$ cat src/inc/dsta_regs.svh
`ifndef DSTA_REGS_SVH
`define DSTA_REGS_SVH
`define DSTA_OFF_CTRL 12'h000
`define DSTA_OFF_SPEED 12'h004
`define DSTA_OFF_PEDAL 12'h008
`define DSTA_OFF_CREEP 12'h00c
`define DSTA_OFF_REGEN 12'h010
`define DSTA_OFF_CAP 12'h014
`define DSTA_OFF_DERATE 12'h018
`define DSTA_OFF_RATE 12'h01c
`define DSTA_OFF_MAPS 12'h020
`define DSTA_OFF_STATUS 12'h024
`define DSTA_OFF_TORQUE 12'h028
`define DSTA_FULL_SCALE 10'h100
`define DSTA_SPD_ZERO_RST 16'h0002
`define DSTA_SPD_LO_RST 16'h000a
`define DSTA_CAP_RST 16'h0190
`define DSTA_RATE_RST 16'h0010
`endif

$ cat src/inc/dsta_pkg.sv
package dsta_pkg;
  typedef enum logic [1:0] {
    DSTA_PARK = 2'h0, DSTA_REV = 2'h1, DSTA_NEUT = 2'h2, DSTA_DRIVE = 2'h3
  } dsta_mode_e;
  typedef struct packed {
    logic insulation_fault;
    logic brake_pressed;
    logic charge_plug_present;
    logic [1:0] mode_request;
    logic [7:0] pedal_position;
    logic [15:0] vehicle_speed;
    logic [15:0] motor_speed;
    logic [15:0] dc_voltage;
    logic [7:0] regen_axis_input_a;
    logic [7:0] regen_axis_input_b;
  } dsta_sense_s;
endpackage

$ cat src/logic/dsta_arbiter.sv
`timescale 1ns/1ps
`include "dsta_regs.svh"
module dsta_arbiter (
  input wire logic sys_clk,
  input wire logic rst_n,
  input wire logic [11:0] paddr,
  input wire logic psel,
  input wire logic penable,
  input wire logic pwrite,
  input wire logic [31:0] pwdata,
  output logic [31:0] prdata,
  output logic pready,
  output logic pslverr,
  input wire dsta_pkg::dsta_sense_s sense,
  input wire logic [9:0] ext_hi_derate,
  input wire logic [9:0] ext_lo_derate,
  output logic [15:0] final_torque_command,
  output logic [4:0] op_state,
  output logic [1:0] drive_mode,
  output logic start_safe,
  output logic [1:0] run_mode_state
);
  import dsta_pkg::*;

  // ==========================================================
  // Input synchronisers.
  dsta_sense_s sense_meta;
  dsta_sense_s s;
  logic [19:0] der_meta;
  logic [19:0] der_sync;
  always_ff @(posedge sys_clk or negedge rst_n) begin
    if (!rst_n) begin
      sense_meta <= '0;
      s <= '0;
      der_meta <= '0;
      der_sync <= '0;
    end else begin
      sense_meta <= sense;
      s <= sense_meta;
      der_meta <= {ext_hi_derate, ext_lo_derate};
      der_sync <= der_meta;
    end
  end

  // ==========================================================
  // Registers.
  logic [1:0] perf_level;
  logic run_enable;
  logic creep_enable;
  logic regen_enable;
  logic regen_axis_select;
  logic regen_needs_brake;
  logic [15:0] park_entry_speed_limit;
  logic [15:0] gear_change_speed_limit;
  logic [7:0] launch_pedal_max;
  logic [7:0] launch_pedal_min;
  logic [7:0] creep_pedal_limit;
  logic [7:0] regen_pedal_limit;
  logic [15:0] creep_speed_off;
  logic [15:0] creep_speed_on;
  logic [15:0] regen_speed_minimum;
  logic [15:0] regen_cut_on;
  logic [15:0] regen_cut_off;
  logic [15:0] global_cap_hi;
  logic [15:0] global_cap_lo;
  logic [9:0] motoring_derate_factor;
  logic [9:0] generating_derate_factor;
  logic [15:0] torque_rise_rate;
  logic [15:0] torque_fall_rate;
  logic [15:0] map_torque;
  logic [9:0] trim_factor;
  logic [7:0] creep_torque;
  logic [7:0] backward_torque;
  logic signed [15:0] pedal_scale [4];
  logic signed [15:0] regen_torque_value;

  wire logic wr_en = psel && penable && pwrite;

  always_ff @(posedge sys_clk or negedge rst_n) begin
    if (!rst_n) begin
      perf_level <= '0;
      run_enable <= 1'b0;
      creep_enable <= 1'b0;
      regen_enable <= 1'b0;
      regen_axis_select <= 1'b0;
      regen_needs_brake <= 1'b0;
      park_entry_speed_limit <= `DSTA_SPD_ZERO_RST;
      gear_change_speed_limit <= `DSTA_SPD_LO_RST;
      launch_pedal_max <= '0;
      launch_pedal_min <= '0;
      creep_pedal_limit <= '0;
      regen_pedal_limit <= '0;
      creep_speed_off <= '0;
      creep_speed_on <= '0;
      regen_speed_minimum <= '0;
      regen_cut_on <= '0;
      regen_cut_off <= '0;
      global_cap_hi <= `DSTA_CAP_RST;
      global_cap_lo <= `DSTA_CAP_RST;
      motoring_derate_factor <= `DSTA_FULL_SCALE;
      generating_derate_factor <= `DSTA_FULL_SCALE;
      torque_rise_rate <= `DSTA_RATE_RST;
      torque_fall_rate <= `DSTA_RATE_RST;
      map_torque <= '0;
      trim_factor <= `DSTA_FULL_SCALE;
      creep_torque <= '0;
      backward_torque <= '0;
    end else if (wr_en) begin
      case (paddr)
        `DSTA_OFF_CTRL: begin
          perf_level <= pwdata[1:0];
          run_enable <= pwdata[2];
          creep_enable <= pwdata[3];
          regen_enable <= pwdata[4];
          regen_axis_select <= pwdata[5];
          regen_needs_brake <= pwdata[6];
        end
        `DSTA_OFF_SPEED: begin
          park_entry_speed_limit <= pwdata[15:0];
          gear_change_speed_limit <= pwdata[31:16];
        end
        `DSTA_OFF_PEDAL: begin
          launch_pedal_max <= pwdata[7:0];
          launch_pedal_min <= pwdata[15:8];
          creep_pedal_limit <= pwdata[23:16];
          regen_pedal_limit <= pwdata[31:24];
        end
        `DSTA_OFF_CREEP: begin
          creep_speed_off <= pwdata[15:0];
          creep_speed_on <= pwdata[31:16];
        end
        `DSTA_OFF_REGEN: begin
          regen_cut_off <= pwdata[15:0];
          regen_cut_on <= pwdata[31:16];
        end
        `DSTA_OFF_CAP: begin
          global_cap_hi <= pwdata[15:0];
          global_cap_lo <= pwdata[31:16];
        end
        `DSTA_OFF_DERATE: begin
          motoring_derate_factor <= pwdata[9:0];
          generating_derate_factor <= pwdata[25:16];
        end
        `DSTA_OFF_RATE: begin
          torque_rise_rate <= pwdata[15:0];
          torque_fall_rate <= pwdata[31:16];
        end
        `DSTA_OFF_MAPS: begin
          map_torque <= pwdata[15:0];
          trim_factor <= pwdata[25:16];
        end
        `DSTA_OFF_STATUS: begin
          creep_torque <= pwdata[7:0];
          backward_torque <= pwdata[15:8];
          regen_speed_minimum <= pwdata[31:16];
        end
        default: begin
        end
      endcase
    end
  end

  // Per-level pedal scale, written at offset TORQUE with level in [17:16].
  for (genvar g = 0; g < 4; g++) begin : g_pedal
    always_ff @(posedge sys_clk or negedge rst_n) begin
      if (!rst_n) begin
        pedal_scale[g] <= 16'sh0100;
      end else if (wr_en && paddr == `DSTA_OFF_TORQUE &&
                   pwdata[17:16] == 2'(g)) begin
        pedal_scale[g] <= pwdata[15:0];
      end
    end
  end

  // ==========================================================
  // Drive mode arbitration.
  wire logic plug = s.charge_plug_present;
  wire logic to_park = s.mode_request == DSTA_PARK;
  wire logic in_park = drive_mode == DSTA_PARK;
  logic mode_ok;
  always_comb begin
    mode_ok = 1'b0;
    if (s.mode_request != drive_mode) begin
      if (plug && (in_park || to_park)) begin
        mode_ok = 1'b0;
      end else if (in_park) begin
        mode_ok = s.brake_pressed &&
                  s.vehicle_speed < gear_change_speed_limit;
      end else if (to_park) begin
        mode_ok = s.vehicle_speed < park_entry_speed_limit;
      end else begin
        mode_ok = s.vehicle_speed < gear_change_speed_limit;
      end
    end
  end
  always_ff @(posedge sys_clk or negedge rst_n) begin
    if (!rst_n) begin
      drive_mode <= DSTA_PARK;
    end else if (mode_ok) begin
      drive_mode <= s.mode_request;
    end
  end

  // ==========================================================
  // Start-safe and operating state.
  wire logic pedal_in_window = s.pedal_position >= launch_pedal_min &&
                               s.pedal_position <= launch_pedal_max;
  wire logic next_start_safe = !s.insulation_fault && s.brake_pressed &&
      !plug && (in_park || drive_mode == DSTA_NEUT) &&
      pedal_in_window;
  wire logic can_torque = run_mode_state == 2'h2 &&
      (drive_mode == DSTA_REV || drive_mode == DSTA_DRIVE);

  always_ff @(posedge sys_clk or negedge rst_n) begin
    if (!rst_n) begin
      start_safe <= 1'b0;
      run_mode_state <= 2'h0;
      op_state <= 5'h01;
    end else begin
      start_safe <= next_start_safe;
      if (run_mode_state == 2'h0 && start_safe) begin
        run_mode_state <= 2'h2;
      end else if (!run_enable) begin
        run_mode_state <= 2'h0;
      end
      // Walk the startup and shutdown ladder one step at a time; some steps wait on a condition, others are unconditional.
      case (op_state)
        5'h01: if (run_enable) op_state <= 5'h02;
        5'h02: if (!s.insulation_fault) op_state <= 5'h03;
        5'h03: op_state <= 5'h04;
        5'h04: if (start_safe) op_state <= 5'h05;
        5'h05: if (!run_enable) op_state <= 5'h06;
        5'h06: op_state <= 5'h0b;
        5'h0b: op_state <= 5'h0c;
        5'h0c: if (s.motor_speed == '0) op_state <= 5'h0d;
        5'h0d: op_state <= 5'h0e;
        5'h0e: if (run_enable) op_state <= 5'h01;
        default: op_state <= 5'h01;
      endcase
    end
  end

  // ==========================================================
  // Creep and regen hysteresis.
  logic creep_allowed;
  logic regen_allowed;
  always_ff @(posedge sys_clk or negedge rst_n) begin
    if (!rst_n) begin
      creep_allowed <= 1'b1;
      regen_allowed <= 1'b0;
    end else begin
      if (s.vehicle_speed > creep_speed_off) creep_allowed <= 1'b0;
      else if (s.vehicle_speed < creep_speed_on)
        creep_allowed <= 1'b1;
      if (s.motor_speed < regen_cut_on) regen_allowed <= 1'b0;
      else if (s.motor_speed > regen_cut_off)
        regen_allowed <= 1'b1;
    end
  end

  // ==========================================================
  // Torque shaping.
  wire logic [7:0] regen_axis = regen_axis_select ?
      s.regen_axis_input_b : s.regen_axis_input_a;
  wire logic regen_active = regen_enable && regen_allowed &&
      s.vehicle_speed > regen_speed_minimum &&
      s.pedal_position < regen_pedal_limit &&
      (!regen_needs_brake || s.brake_pressed);

  always_ff @(posedge sys_clk or negedge rst_n) begin
    if (!rst_n) begin
      regen_torque_value <= '0;
    end else begin
      regen_torque_value <= -$signed({8'h00, regen_axis}) -
          $signed({8'h00, s.motor_speed[15:8]});
    end
  end

  logic signed [31:0] base;
  logic signed [31:0] capped;
  logic signed [31:0] next_cmd;
  logic signed [31:0] derated;
  logic [9:0] hi_f;
  logic [9:0] lo_f;
  logic signed [15:0] cmd;
  always_comb begin
    base = ($signed({16'h0, map_torque}) *
            pedal_scale[perf_level]) >>> 8;
    base = (base * $signed({22'h0, trim_factor})) >>> 8;
    if (drive_mode == DSTA_REV) begin
      base = -$signed({24'h0, backward_torque});
    end else if (creep_enable && creep_allowed &&
                 s.pedal_position < creep_pedal_limit) begin
      base = $signed({24'h0, creep_torque});
    end
    if (regen_active) base = 32'(regen_torque_value);
    if (!can_torque) base = '0;
    capped = base;
    if (capped > $signed({16'h0, global_cap_hi}))
      capped = $signed({16'h0, global_cap_hi});
    if (capped < -$signed({16'h0, global_cap_lo}))
      capped = -$signed({16'h0, global_cap_lo});
    next_cmd = capped;
    if (capped > 32'(cmd) + $signed({16'h0, torque_rise_rate}))
      next_cmd = 32'(cmd) + $signed({16'h0, torque_rise_rate});
    else if (capped < 32'(cmd) - $signed({16'h0, torque_fall_rate}))
      next_cmd = 32'(cmd) - $signed({16'h0, torque_fall_rate});
    hi_f = motoring_derate_factor < der_sync[19:10] ?
           motoring_derate_factor : der_sync[19:10];
    lo_f = generating_derate_factor < der_sync[9:0] ?
           generating_derate_factor : der_sync[9:0];
    if (hi_f > `DSTA_FULL_SCALE) hi_f = `DSTA_FULL_SCALE;
    if (lo_f > `DSTA_FULL_SCALE) lo_f = `DSTA_FULL_SCALE;
    if (next_cmd >= 0)
      derated = (next_cmd * $signed({22'h0, hi_f})) >>> 8;
    else
      derated = (next_cmd * $signed({22'h0, lo_f})) >>> 8;
  end

  always_ff @(posedge sys_clk or negedge rst_n) begin
    if (!rst_n) begin
      cmd <= '0;
      final_torque_command <= '0;
    end else begin
      cmd <= 16'(next_cmd);
      final_torque_command <= 16'(derated);
    end
  end

  // ==========================================================
  // APB read side, zero wait states.
  always_ff @(posedge sys_clk or negedge rst_n) begin
    if (!rst_n) begin
      prdata <= '0;
      pready <= 1'b0;
      pslverr <= 1'b0;
    end else begin
      pready <= psel && !penable;
      pslverr <= psel && !penable && (paddr > `DSTA_OFF_TORQUE);
      prdata <= '0;
      if (psel && !penable && !pwrite) begin
        case (paddr)
          `DSTA_OFF_CTRL: prdata <= {25'h0, regen_needs_brake,
              regen_axis_select, regen_enable, creep_enable,
              run_enable, perf_level};
          `DSTA_OFF_SPEED: prdata <= {gear_change_speed_limit,
              park_entry_speed_limit};
          `DSTA_OFF_PEDAL: prdata <= {regen_pedal_limit, creep_pedal_limit,
              launch_pedal_min, launch_pedal_max};
          `DSTA_OFF_CREEP: prdata <= {creep_speed_on, creep_speed_off};
          `DSTA_OFF_REGEN: prdata <= {regen_cut_on, regen_cut_off};
          `DSTA_OFF_CAP: prdata <= {global_cap_lo, global_cap_hi};
          `DSTA_OFF_DERATE: prdata <= {6'h0, generating_derate_factor,
              6'h0, motoring_derate_factor};
          `DSTA_OFF_RATE: prdata <= {torque_fall_rate, torque_rise_rate};
          `DSTA_OFF_MAPS: prdata <= {6'h0, trim_factor, map_torque};
          `DSTA_OFF_STATUS: prdata <= {regen_speed_minimum, backward_torque,
              creep_torque};
          `DSTA_OFF_TORQUE: prdata <= {final_torque_command, 3'h0,
              op_state, 2'h0, run_mode_state, drive_mode,
              start_safe, regen_active};
          default: prdata <= '0;
        endcase
      end
    end
  end
endmodule

$ cat config.mk
export PLATFORM = sky130hd
export DESIGN_NAME = dsta_arbiter
export DESIGN_NICKNAME = d
export VERILOG_FILES = /design/src/inc/dsta_pkg.sv /design/src/logic/dsta_arbiter.sv
export VERILOG_INCLUDE_DIRS = /design/src /design/src/inc
export SDC_FILE = /design/constraint.sdc
export NUM_CORES = 2
export LEC_CHECK = 0
export BUFFER_PORTS_ARGS = -buffer_cell sky130_fd_sc_hd__buf_2
export CAP_MARGIN = 15
export CORE_UTILIZATION = 60
export CTS_CLUSTER_SIZE = 10
export DETAILED_ROUTE_END_ITERATION = 10
export GPL_TIMING_DRIVEN = 0
export PLACE_DENSITY = 0.77
export SLEW_MARGIN = 20
export SYNTH_ARGS = -nofsm -noshare
export SYNTH_HDL_FRONTEND = slang
export SYNTH_SLANG_ARGS = --single-unit
$ cat constraint.sdc
create_clock -name sys_clk -period 30.3 [get_ports sys_clk]
set_input_delay 6.06 -clock sys_clk [delete_from_list [all_inputs] [get_ports sys_clk]]
set_output_delay 6.06 -clock sys_clk [all_outputs]
set_load 0.05 [all_outputs]
Word-level counts from Yosys, hierarchy flattened
Index checks and enable logic that the tools add are counted.
{"block": "op_classes", "add_sub_neg": 6, "mul": 4, "n_lt_le_gt_ge": 22, "eq_ne": 35, "n_mux": 36, "n_bitwise": 1, "reduce_logical": 53}
{"cell": "32-bit one-hot mux with 11 select lines", "count": 1}
{"cell": "32-bit two-way mux", "count": 9}
{"cell": "16-bit less-than comparator", "count": 4}
{"cell": "32-bit less-than comparator", "count": 2}
{"cell": "32-bit by 11-bit multiplier with 24-bit output", "count": 2}
{"cell": "5-bit one-hot mux with 10 select lines", "count": 1}
{"cell": "12-bit by 5-bit == test with 1-bit output, second input constant", "count": 4}
{"cell": "16-bit > comparator", "count": 3}
{"cell": "16-bit two-way mux", "count": 3}
{"cell": "10-bit two-way mux", "count": 4}
{"cell": "12-bit by 6-bit == test with 1-bit output, second input constant", "count": 3}
{"cell": "16-bit binary-select mux with 2-bit select", "count": 1}
{"cell": "32-bit by 1-bit >= comparator with 1-bit output, second input constant", "count": 1}
{"cell": "32-bit by 17-bit > comparator with 1-bit output", "count": 1}
{"cell": "32-bit > comparator", "count": 1}
{"cell": "17-bit by 16-bit multiplier with 32-bit output", "count": 1}
{"cell": "24-bit by 11-bit multiplier with 32-bit output", "count": 1}
{"cell": "16-bit negator with 32-bit output", "count": 1}
{"cell": "8-bit negator with 32-bit output", "count": 1}
{"cell": "5-bit two-way mux", "count": 6}
{"cell": "1-bit logical AND", "count": 25}
{"cell": "12-bit by 4-bit == test with 1-bit output, second input constant", "count": 2}
{"cell": "5-bit by 4-bit == test with 1-bit output, second input constant", "count": 4}
{"cell": "10-bit by 9-bit > comparator with 1-bit output, second input constant", "count": 2}
{"cell": "other kinds (31)", "count": 74}
{"block": "word_totals", "reg_bits": 597, "output_inout_bits": 60}

Longest topological paths before layout
{"block": "depth", "ltp_word": 19, "ltp_mapped": 124}

Worst setup path after synthesis
Ideal clock, no wire load.
{"block": "synth_path", "path_type": "register to register", "start": "reg perf_level[0]", "end": "reg final_torque_command[15]", "setup_time_ns": 0.080, "arrival_time_ns": 26.133, "slack_ns": 4.087, "path_stages_with_launch": 115, "n_path_buf": 11, "period_less_slack_ns": 26.213, "path_cell_list": "dfrtp_1 > buf_6 > buf_1 > mux4_2 > clkbuf_1 > nand2_1 > fa_1 > fa_1 > fa_1 > fa_1 > inv_1 > fa_1 > inv_1 > fa_1 > inv_1 > ha_1 > and4_1 > and3_1 > [... 79 more ...] > inv_1 > fa_1 > fa_1 > fa_1 > inv_1 > fa_1 > inv_1 > ha_1 > a21o_1 > a21o_1 > a211o_1 > a21oi_1 > o21bai_1 > a21oi_1 > o21bai_1 > a21oi_1 > xnor3_1 > mux2i_1"}
{"block": "synth_via", "elab_chain_cells": 19, "word_cells_on_any_way": 22, "cone_classes": "mul: 4; order compare: 5; mux: 12; bitwise: 1"}
{"item": "from (decl)", "line": "dsta_arbiter.sv:47", "source": "logic [1:0] perf_level;"}
{"item": "from (signal assigned)", "line": "dsta_arbiter.sv:111", "source": "perf_level <= pwdata[1:0];"}
{"item": "2-bit NOT with 3-bit output (implied by the code) (*)", "line": "dsta_arbiter.sv:288", "source": "pedal_scale[perf_level]) >>> 8;"}
{"item": "16-bit binary-select mux with 2-bit select (*)", "line": "dsta_arbiter.sv:288"}
{"item": "16-bit two-way mux (implied by the code) (*) (2 in a row)", "line": "dsta_arbiter.sv:288"}
{"item": "17-bit by 16-bit multiplier with 32-bit output (*)", "line": "dsta_arbiter.sv:287", "source": "base = ($signed({16'h0, map_torque}) *"}
{"item": "24-bit by 11-bit multiplier with 32-bit output (*)", "line": "dsta_arbiter.sv:289", "source": "base = (base * $signed({22'h0, trim_factor})) >>> 8;"}
{"item": "32-bit two-way mux (*)", "line": "dsta_arbiter.sv:292", "source": "end else if (creep_enable && creep_allowed &&"}
{"item": "32-bit two-way mux (*)", "line": "dsta_arbiter.sv:290", "source": "if (drive_mode == DSTA_REV) begin"}
{"item": "32-bit two-way mux (*)", "line": "dsta_arbiter.sv:296", "source": "if (regen_active) base = 32'(regen_torque_value);"}
{"item": "[... 4 more ...]"}
{"item": "32-bit two-way mux (*)", "line": "dsta_arbiter.sv:301", "source": "if (capped < -$signed({16'h0, global_cap_lo}))"}
{"item": "32-bit less-than comparator", "line": "dsta_arbiter.sv:306", "source": "else if (capped < 32'(cmd) - $signed({16'h0, torque_fall_rate}))"}
{"item": "32-bit two-way mux", "line": "dsta_arbiter.sv:306"}
{"item": "32-bit two-way mux (*)", "line": "dsta_arbiter.sv:304", "source": "if (capped > 32'(cmd) + $signed({16'h0, torque_rise_rate}))"}
{"item": "via next_cmd[8]", "line": "dsta_arbiter.sv:281", "source": "logic signed [31:0] next_cmd;"}
{"item": "32-bit by 11-bit multiplier with 24-bit output, or another cell as far along", "line": "dsta_arbiter.sv:317", "source": "derated = (next_cmd * $signed({22'h0, lo_f})) >>> 8;"}
{"item": "16-bit two-way mux (*)", "line": "dsta_arbiter.sv:314", "source": "if (next_cmd >= 0)"}
{"item": "via derated[15]", "line": "dsta_arbiter.sv:282", "source": "logic signed [31:0] derated;"}
{"item": "to (signal assigned)", "line": "dsta_arbiter.sv:326", "source": "final_torque_command <= 16'(derated);"}
{"item": "to (decl)", "line": "dsta_arbiter.sv:17", "source": "output logic [15:0] final_torque_command,"}
The timed path passes the listed nets; every way through them passes the cells marked *. The select of a mux whose other input is x is not followed.
A chain may end at the register's enable or synchronous reset.

Worst setup path in the final report
{"block": "layout_path", "start": "reg perf_level[1]", "end": "reg final_torque_command[15]"}
{"block": "layout_via", "elab_chain_cells": 19, "word_cells_on_any_way": 22, "cone_classes": "mul: 4; order compare: 5; mux: 12; bitwise: 1"}
{"item": "2-bit NOT with 3-bit output (implied by the code) (*)", "line": "dsta_arbiter.sv:288"}
{"item": "16-bit binary-select mux with 2-bit select (*)", "line": "dsta_arbiter.sv:288"}
{"item": "16-bit two-way mux (implied by the code) (*) (2 in a row)", "line": "dsta_arbiter.sv:288"}
{"item": "17-bit by 16-bit multiplier with 32-bit output (*)", "line": "dsta_arbiter.sv:287"}
{"item": "24-bit by 11-bit multiplier with 32-bit output (*)", "line": "dsta_arbiter.sv:289"}
{"item": "32-bit two-way mux (*)", "line": "dsta_arbiter.sv:292"}
{"item": "32-bit two-way mux (*)", "line": "dsta_arbiter.sv:290"}
{"item": "32-bit two-way mux (*)", "line": "dsta_arbiter.sv:296"}
{"item": "[... 3 more ...]"}
{"item": "32-bit less-than comparator", "line": "dsta_arbiter.sv:301"}
{"item": "32-bit two-way mux (*)", "line": "dsta_arbiter.sv:301"}
{"item": "32-bit less-than comparator", "line": "dsta_arbiter.sv:306"}
{"item": "32-bit two-way mux", "line": "dsta_arbiter.sv:306"}
{"item": "32-bit two-way mux (*)", "line": "dsta_arbiter.sv:304"}
{"item": "32-bit by 11-bit multiplier with 24-bit output, or another cell as far along", "line": "dsta_arbiter.sv:317"}
{"item": "16-bit two-way mux (*)", "line": "dsta_arbiter.sv:314"}
{"item": "via derated[15]", "line": "dsta_arbiter.sv:282"}
Marks and branches as above.

==> results.json <==
{
  "outcome": "finished clean",
  "rr_worst_depth": 112,
  "setup_viol": 0,
  "crit_start": "perf_level[1]$_DFFE_PN0P_",
  "r2r_setup_slack_ns": 1.26,
  "die_y_um": 318,
  "synth_seq_area_share_pct": 24.8,
  "required_ns": 30.76,
  "placed_cell_area_sq_um": 62900,
  "period_share_pct": 95.8,
  "ys_top_cells_by_area": "dfrtp_1 24%, fa_1 22%, ha_1 13%",
  "slew_headroom_pct": 11.9,
  "post_drt_wl_per_cell_um": 25.1,
  "dp_hpwl_um": 160000,
  "vdd_drop_max_v": 0.0000871,
  "synth_seq_cells": 594,
  "end_kind": "flop",
  "syn_area_sq_um": 60000,
  "layout.nets": 8090,
  "initial_core_util_pct": 60.8,
  "fin_ws_ns": 1.26,
  "drt_pass1_iterations": 10,
  "synth_ff_type": "dfrtp_1",
  "io_pins": 206,
  "cts_max_level": 3,
  "gr-total-overflow": 0,
  "rr_endpoint": "final_torque_command[15]$_DFF_PN0_",
  "drive_gt1_share_pct": 10.1,
  "internal_power_mw": 1.43,
  "syn_inst": 6387,
  "post-route-min-period_ns": 29.04,
  "hold_buffers": 0,
  "grt_max_degree": 101,
  "cp_slowest_cell": "fa_1",
  "p_sw_share_pct": 37.6,
  "endpoint": "final_torque_command[15]$_DFF_PN0_",
  "leakagePower_nw": 33.3,
  "fin_skew_ns": 0.0286,
  "gp_congestion": 1.05,
  "cts-buffers-inserted": 70,
  "rows": 115,
  "critPathLaunchType": "flop",
  "die_x_um": 318,
  "synth_edf_count": 0,
  "clockPowerShare_pct": 34.6,
  "switchingPower_uw": 861,
  "die-area_sq_um": 101000,
  "max_stage_delay_ns": 0.56,
  "grtUsageTotal_pct": 40.1,
  "via_count": 49600,
  "grt_pass1_wl_um": 303000,
  "yosysMostFrequentCell": "inv_1",
  "cts.clk_slew.worst_paths_ns": 0.07,
  "synth_warnings": 0,
  "port_buffers": 178,
  "wl_um": 201000,
  "p_comb_share_pct": 26.6,
  "drtAntennaViolNets": 0,
  "viasPerCell": 6.17,
  "dp_cells": 7894,
  "grt_pass1_vias": 49600,
  "final_cells": 8035,
  "finalHoldViolCount": 0,
  "tightest_slew_ns": 1.32,
  "antenna_found_initial": 20,
  "synth_top_area_cell": "dfrtp_1",
  "powerDensity_nw_per_um2": 35.1,
  "critical_path_class": "reg2reg",
  "ys_types": 89,
  "avgSynthCellArea_sq_um": 9.39,
  "synth_commonest_cells": "1087 x inv_1, 688 x nand2_1, 656 x fa_1",
  "seqPwrFrac_pct": 38.8,
  "crit_path_frequent_cell": "fa_1",
  "drv_slew": 0,
  "coreArea_sq_um": 98700,
  "dpl_worst_slack_ns": -1.19,
  "syn_to_final_growth_pct": 8.86,
  "cts_root_buffer": "clkbuf_16",
  "drcViolationCount": 0,
  "worstPathArrival_ns": 29.50,
  "hold_class": "reg2reg",
  "crit-reg2reg-launch": "perf_level[1]$_DFFE_PN0P_",
  "n_fill_cell": 7906,
  "multi_input_area_sq_um": 40300,
  "cts_tree": "done",
  "max-cap-violations": 0,
  "clk_latency_ns": 0.64,
  "max_freq_ghz": 0.0344,
  "ctsLongestPathBuffers": 3,
  "cp_max_fo": 10,
  "fin_area_sq_um": 65300,
  "drt_iter0_drc": 5358,
  "synth_top_area_share_pct": 23.9,
  "regArea_sq_um": 14900,
  "cts.sinks": 594,
  "async_reset_ff_share_pct": 100,
  "hold_slack_ns": 0.336
}
## through the flow
stage	util, %	TNS (ns)	power (mW)
2_1_floorplan	-	0	1.19
3_3_place_gp	63.4	-2.93	1.44
3_5_place_dp	63.7	-6.38	1.46
4_1_cts	65.9	0	2.25
5_1_grt	66.1	-0.0627	2.35
6_report	66.2	0	2.29
## worst max-delay path: cells and delay by family, from the launching register on
family                     cells  cell delay [ns]
buffers and inverters         22             4.09
DFF                            1             0.32
adders and majority gates     22            10.16
xor gates and xnor gates       2             0.37
muxes                          3             0.88
AOI/OAI and AO/OA             37             8.03
and+or+nand+nor               26             4.90
## flip-flops by register name (all words and copies together), names as in the netlist, 15 cells and up
register,cells
cmd,16
creep_speed_off,16
creep_speed_on,16
der_meta,20
der_sync,20
final_torque_command,16
gear_change_speed_limit,16
global_cap_hi,16
global_cap_lo,16
map_torque,16
park_entry_speed_limit,16
pedal_scale,64
prdata,32
regen_cut_off,16
regen_cut_on,16
regen_speed_minimum,16
regen_torque_value,15
s,60
sense_meta,61
torque_fall_rate,16
torque_rise_rate,16
## what timing repair did
item / CTS / global route
hold endpoints to repair: 0 / 0
pin swaps: 0 / 2
resized for setup: 24 / 72
setup buffers: 0 / 10
cloned: 0 / 0
setup endpoints to repair: 13 / 16
## worst min-delay path by stage
| stage | cells past startpoint | startpoint | slack [ns] | end |
|---|---|---|---|---|
| 6_report | 0 | sense_meta[6]$_DFF_PN0_ | 0.34 | s[6]$_DFF_PN0_ |
| 5_1_grt | 0 | sense_meta[12]$_DFF_PN0_ | 0.35 | s[12]$_DFF_PN0_ |
| 4_1_cts | 0 | sense_meta[6]$_DFF_PN0_ | 0.34 | s[6]$_DFF_PN0_ |
| 3_5_place_dp | 0 | der_meta[3]$_DFF_PN0_ | 0.33 | der_sync[3]$_DFF_PN0_ |
| 3_3_place_gp | 0 | der_meta[2]$_DFF_PN0_ | 0.33 | der_sync[2]$_DFF_PN0_ |
| 2_1_floorplan | 0 | der_meta[0]$_DFF_PN0_ | 0.33 | der_sync[0]$_DFF_PN0_ |
## area by class of cell
cell class | count | share of cell area [%]
plain buffers | 277 | 1.76
inverters | 1090 | 6.27
well taps | 1287 | 2.47
diodes | 12 | 0.0460
clock inverters | 8 | 0.207
clock buffers | 114 | 2.97
multi-input cells | 4452 | 61.7
flip-flops and latches | 594 | 22.8
repair buffers | 201 | 1.82
## routing by layer
metal	up-vias	wire, um	track usage [%]
met3	718	24300	11.5
met5	-	75	0
met2	2945	87100	60.4
met4	14	14800	23.8
li1	21400	-	-
met1	24500	75000	51.5
## placed cells by master, fill, tap and decap left out, drive strengths merged, types with 43 or more instances in the layout
cell type / netlist / layout
nand4: 61 / 61
nand2: 689 / 689
o21a: 43 / 43
and2: 239 / 239
nand3: 46 / 46
o21ai: 313 / 313
nor3: 83 / 83
xnor2: 107 / 107
dfrtp: 574 / 574
fa: 656 / 656
a21oi: 232 / 232
inv: 1087 / 1090
buf: 41 / 240
nor2b: 56 / 56
mux2: 237 / 237
clkbuf: 239 / 352
a21o: 101 / 101
nor2: 366 / 366
a31oi: 43 / 43
nand2b: 62 / 62
ha: 602 / 602
mux2i: 48 / 48
## power groups by stage
| stage | clock [mW] | combinational (mW) | sequential (mW) |
|---|---|---|---|
| floorplan | 0 | 0.287 | 0.904 |
| global placement | 0 | 0.544 | 0.896 |
| detailed placement | 0 | 0.561 | 0.895 |
| CTS | 0.797 | 0.572 | 0.882 |
| global route | 0.826 | 0.636 | 0.886 |
| finish | 0.794 | 0.610 | 0.888 |
## logic make-up after synthesis
kind of cell | Yosys count | share of synthesized area (%)
AO/OA/AOI/OAI | 988 | 10.5
multiplexers | 300 | 5.82
adder cells (fa/ha/maj) | 1258 | 34.5
XOR/XNOR | 149 | 2.20
buffers and inverters | 1370 | 8.66
flip-flops | 594 | 24.8
other | 1 | 0.00625
AND/OR/NAND/NOR | 1727 | 13.5
No activity file was read; power rests on OpenSTA's default activity.
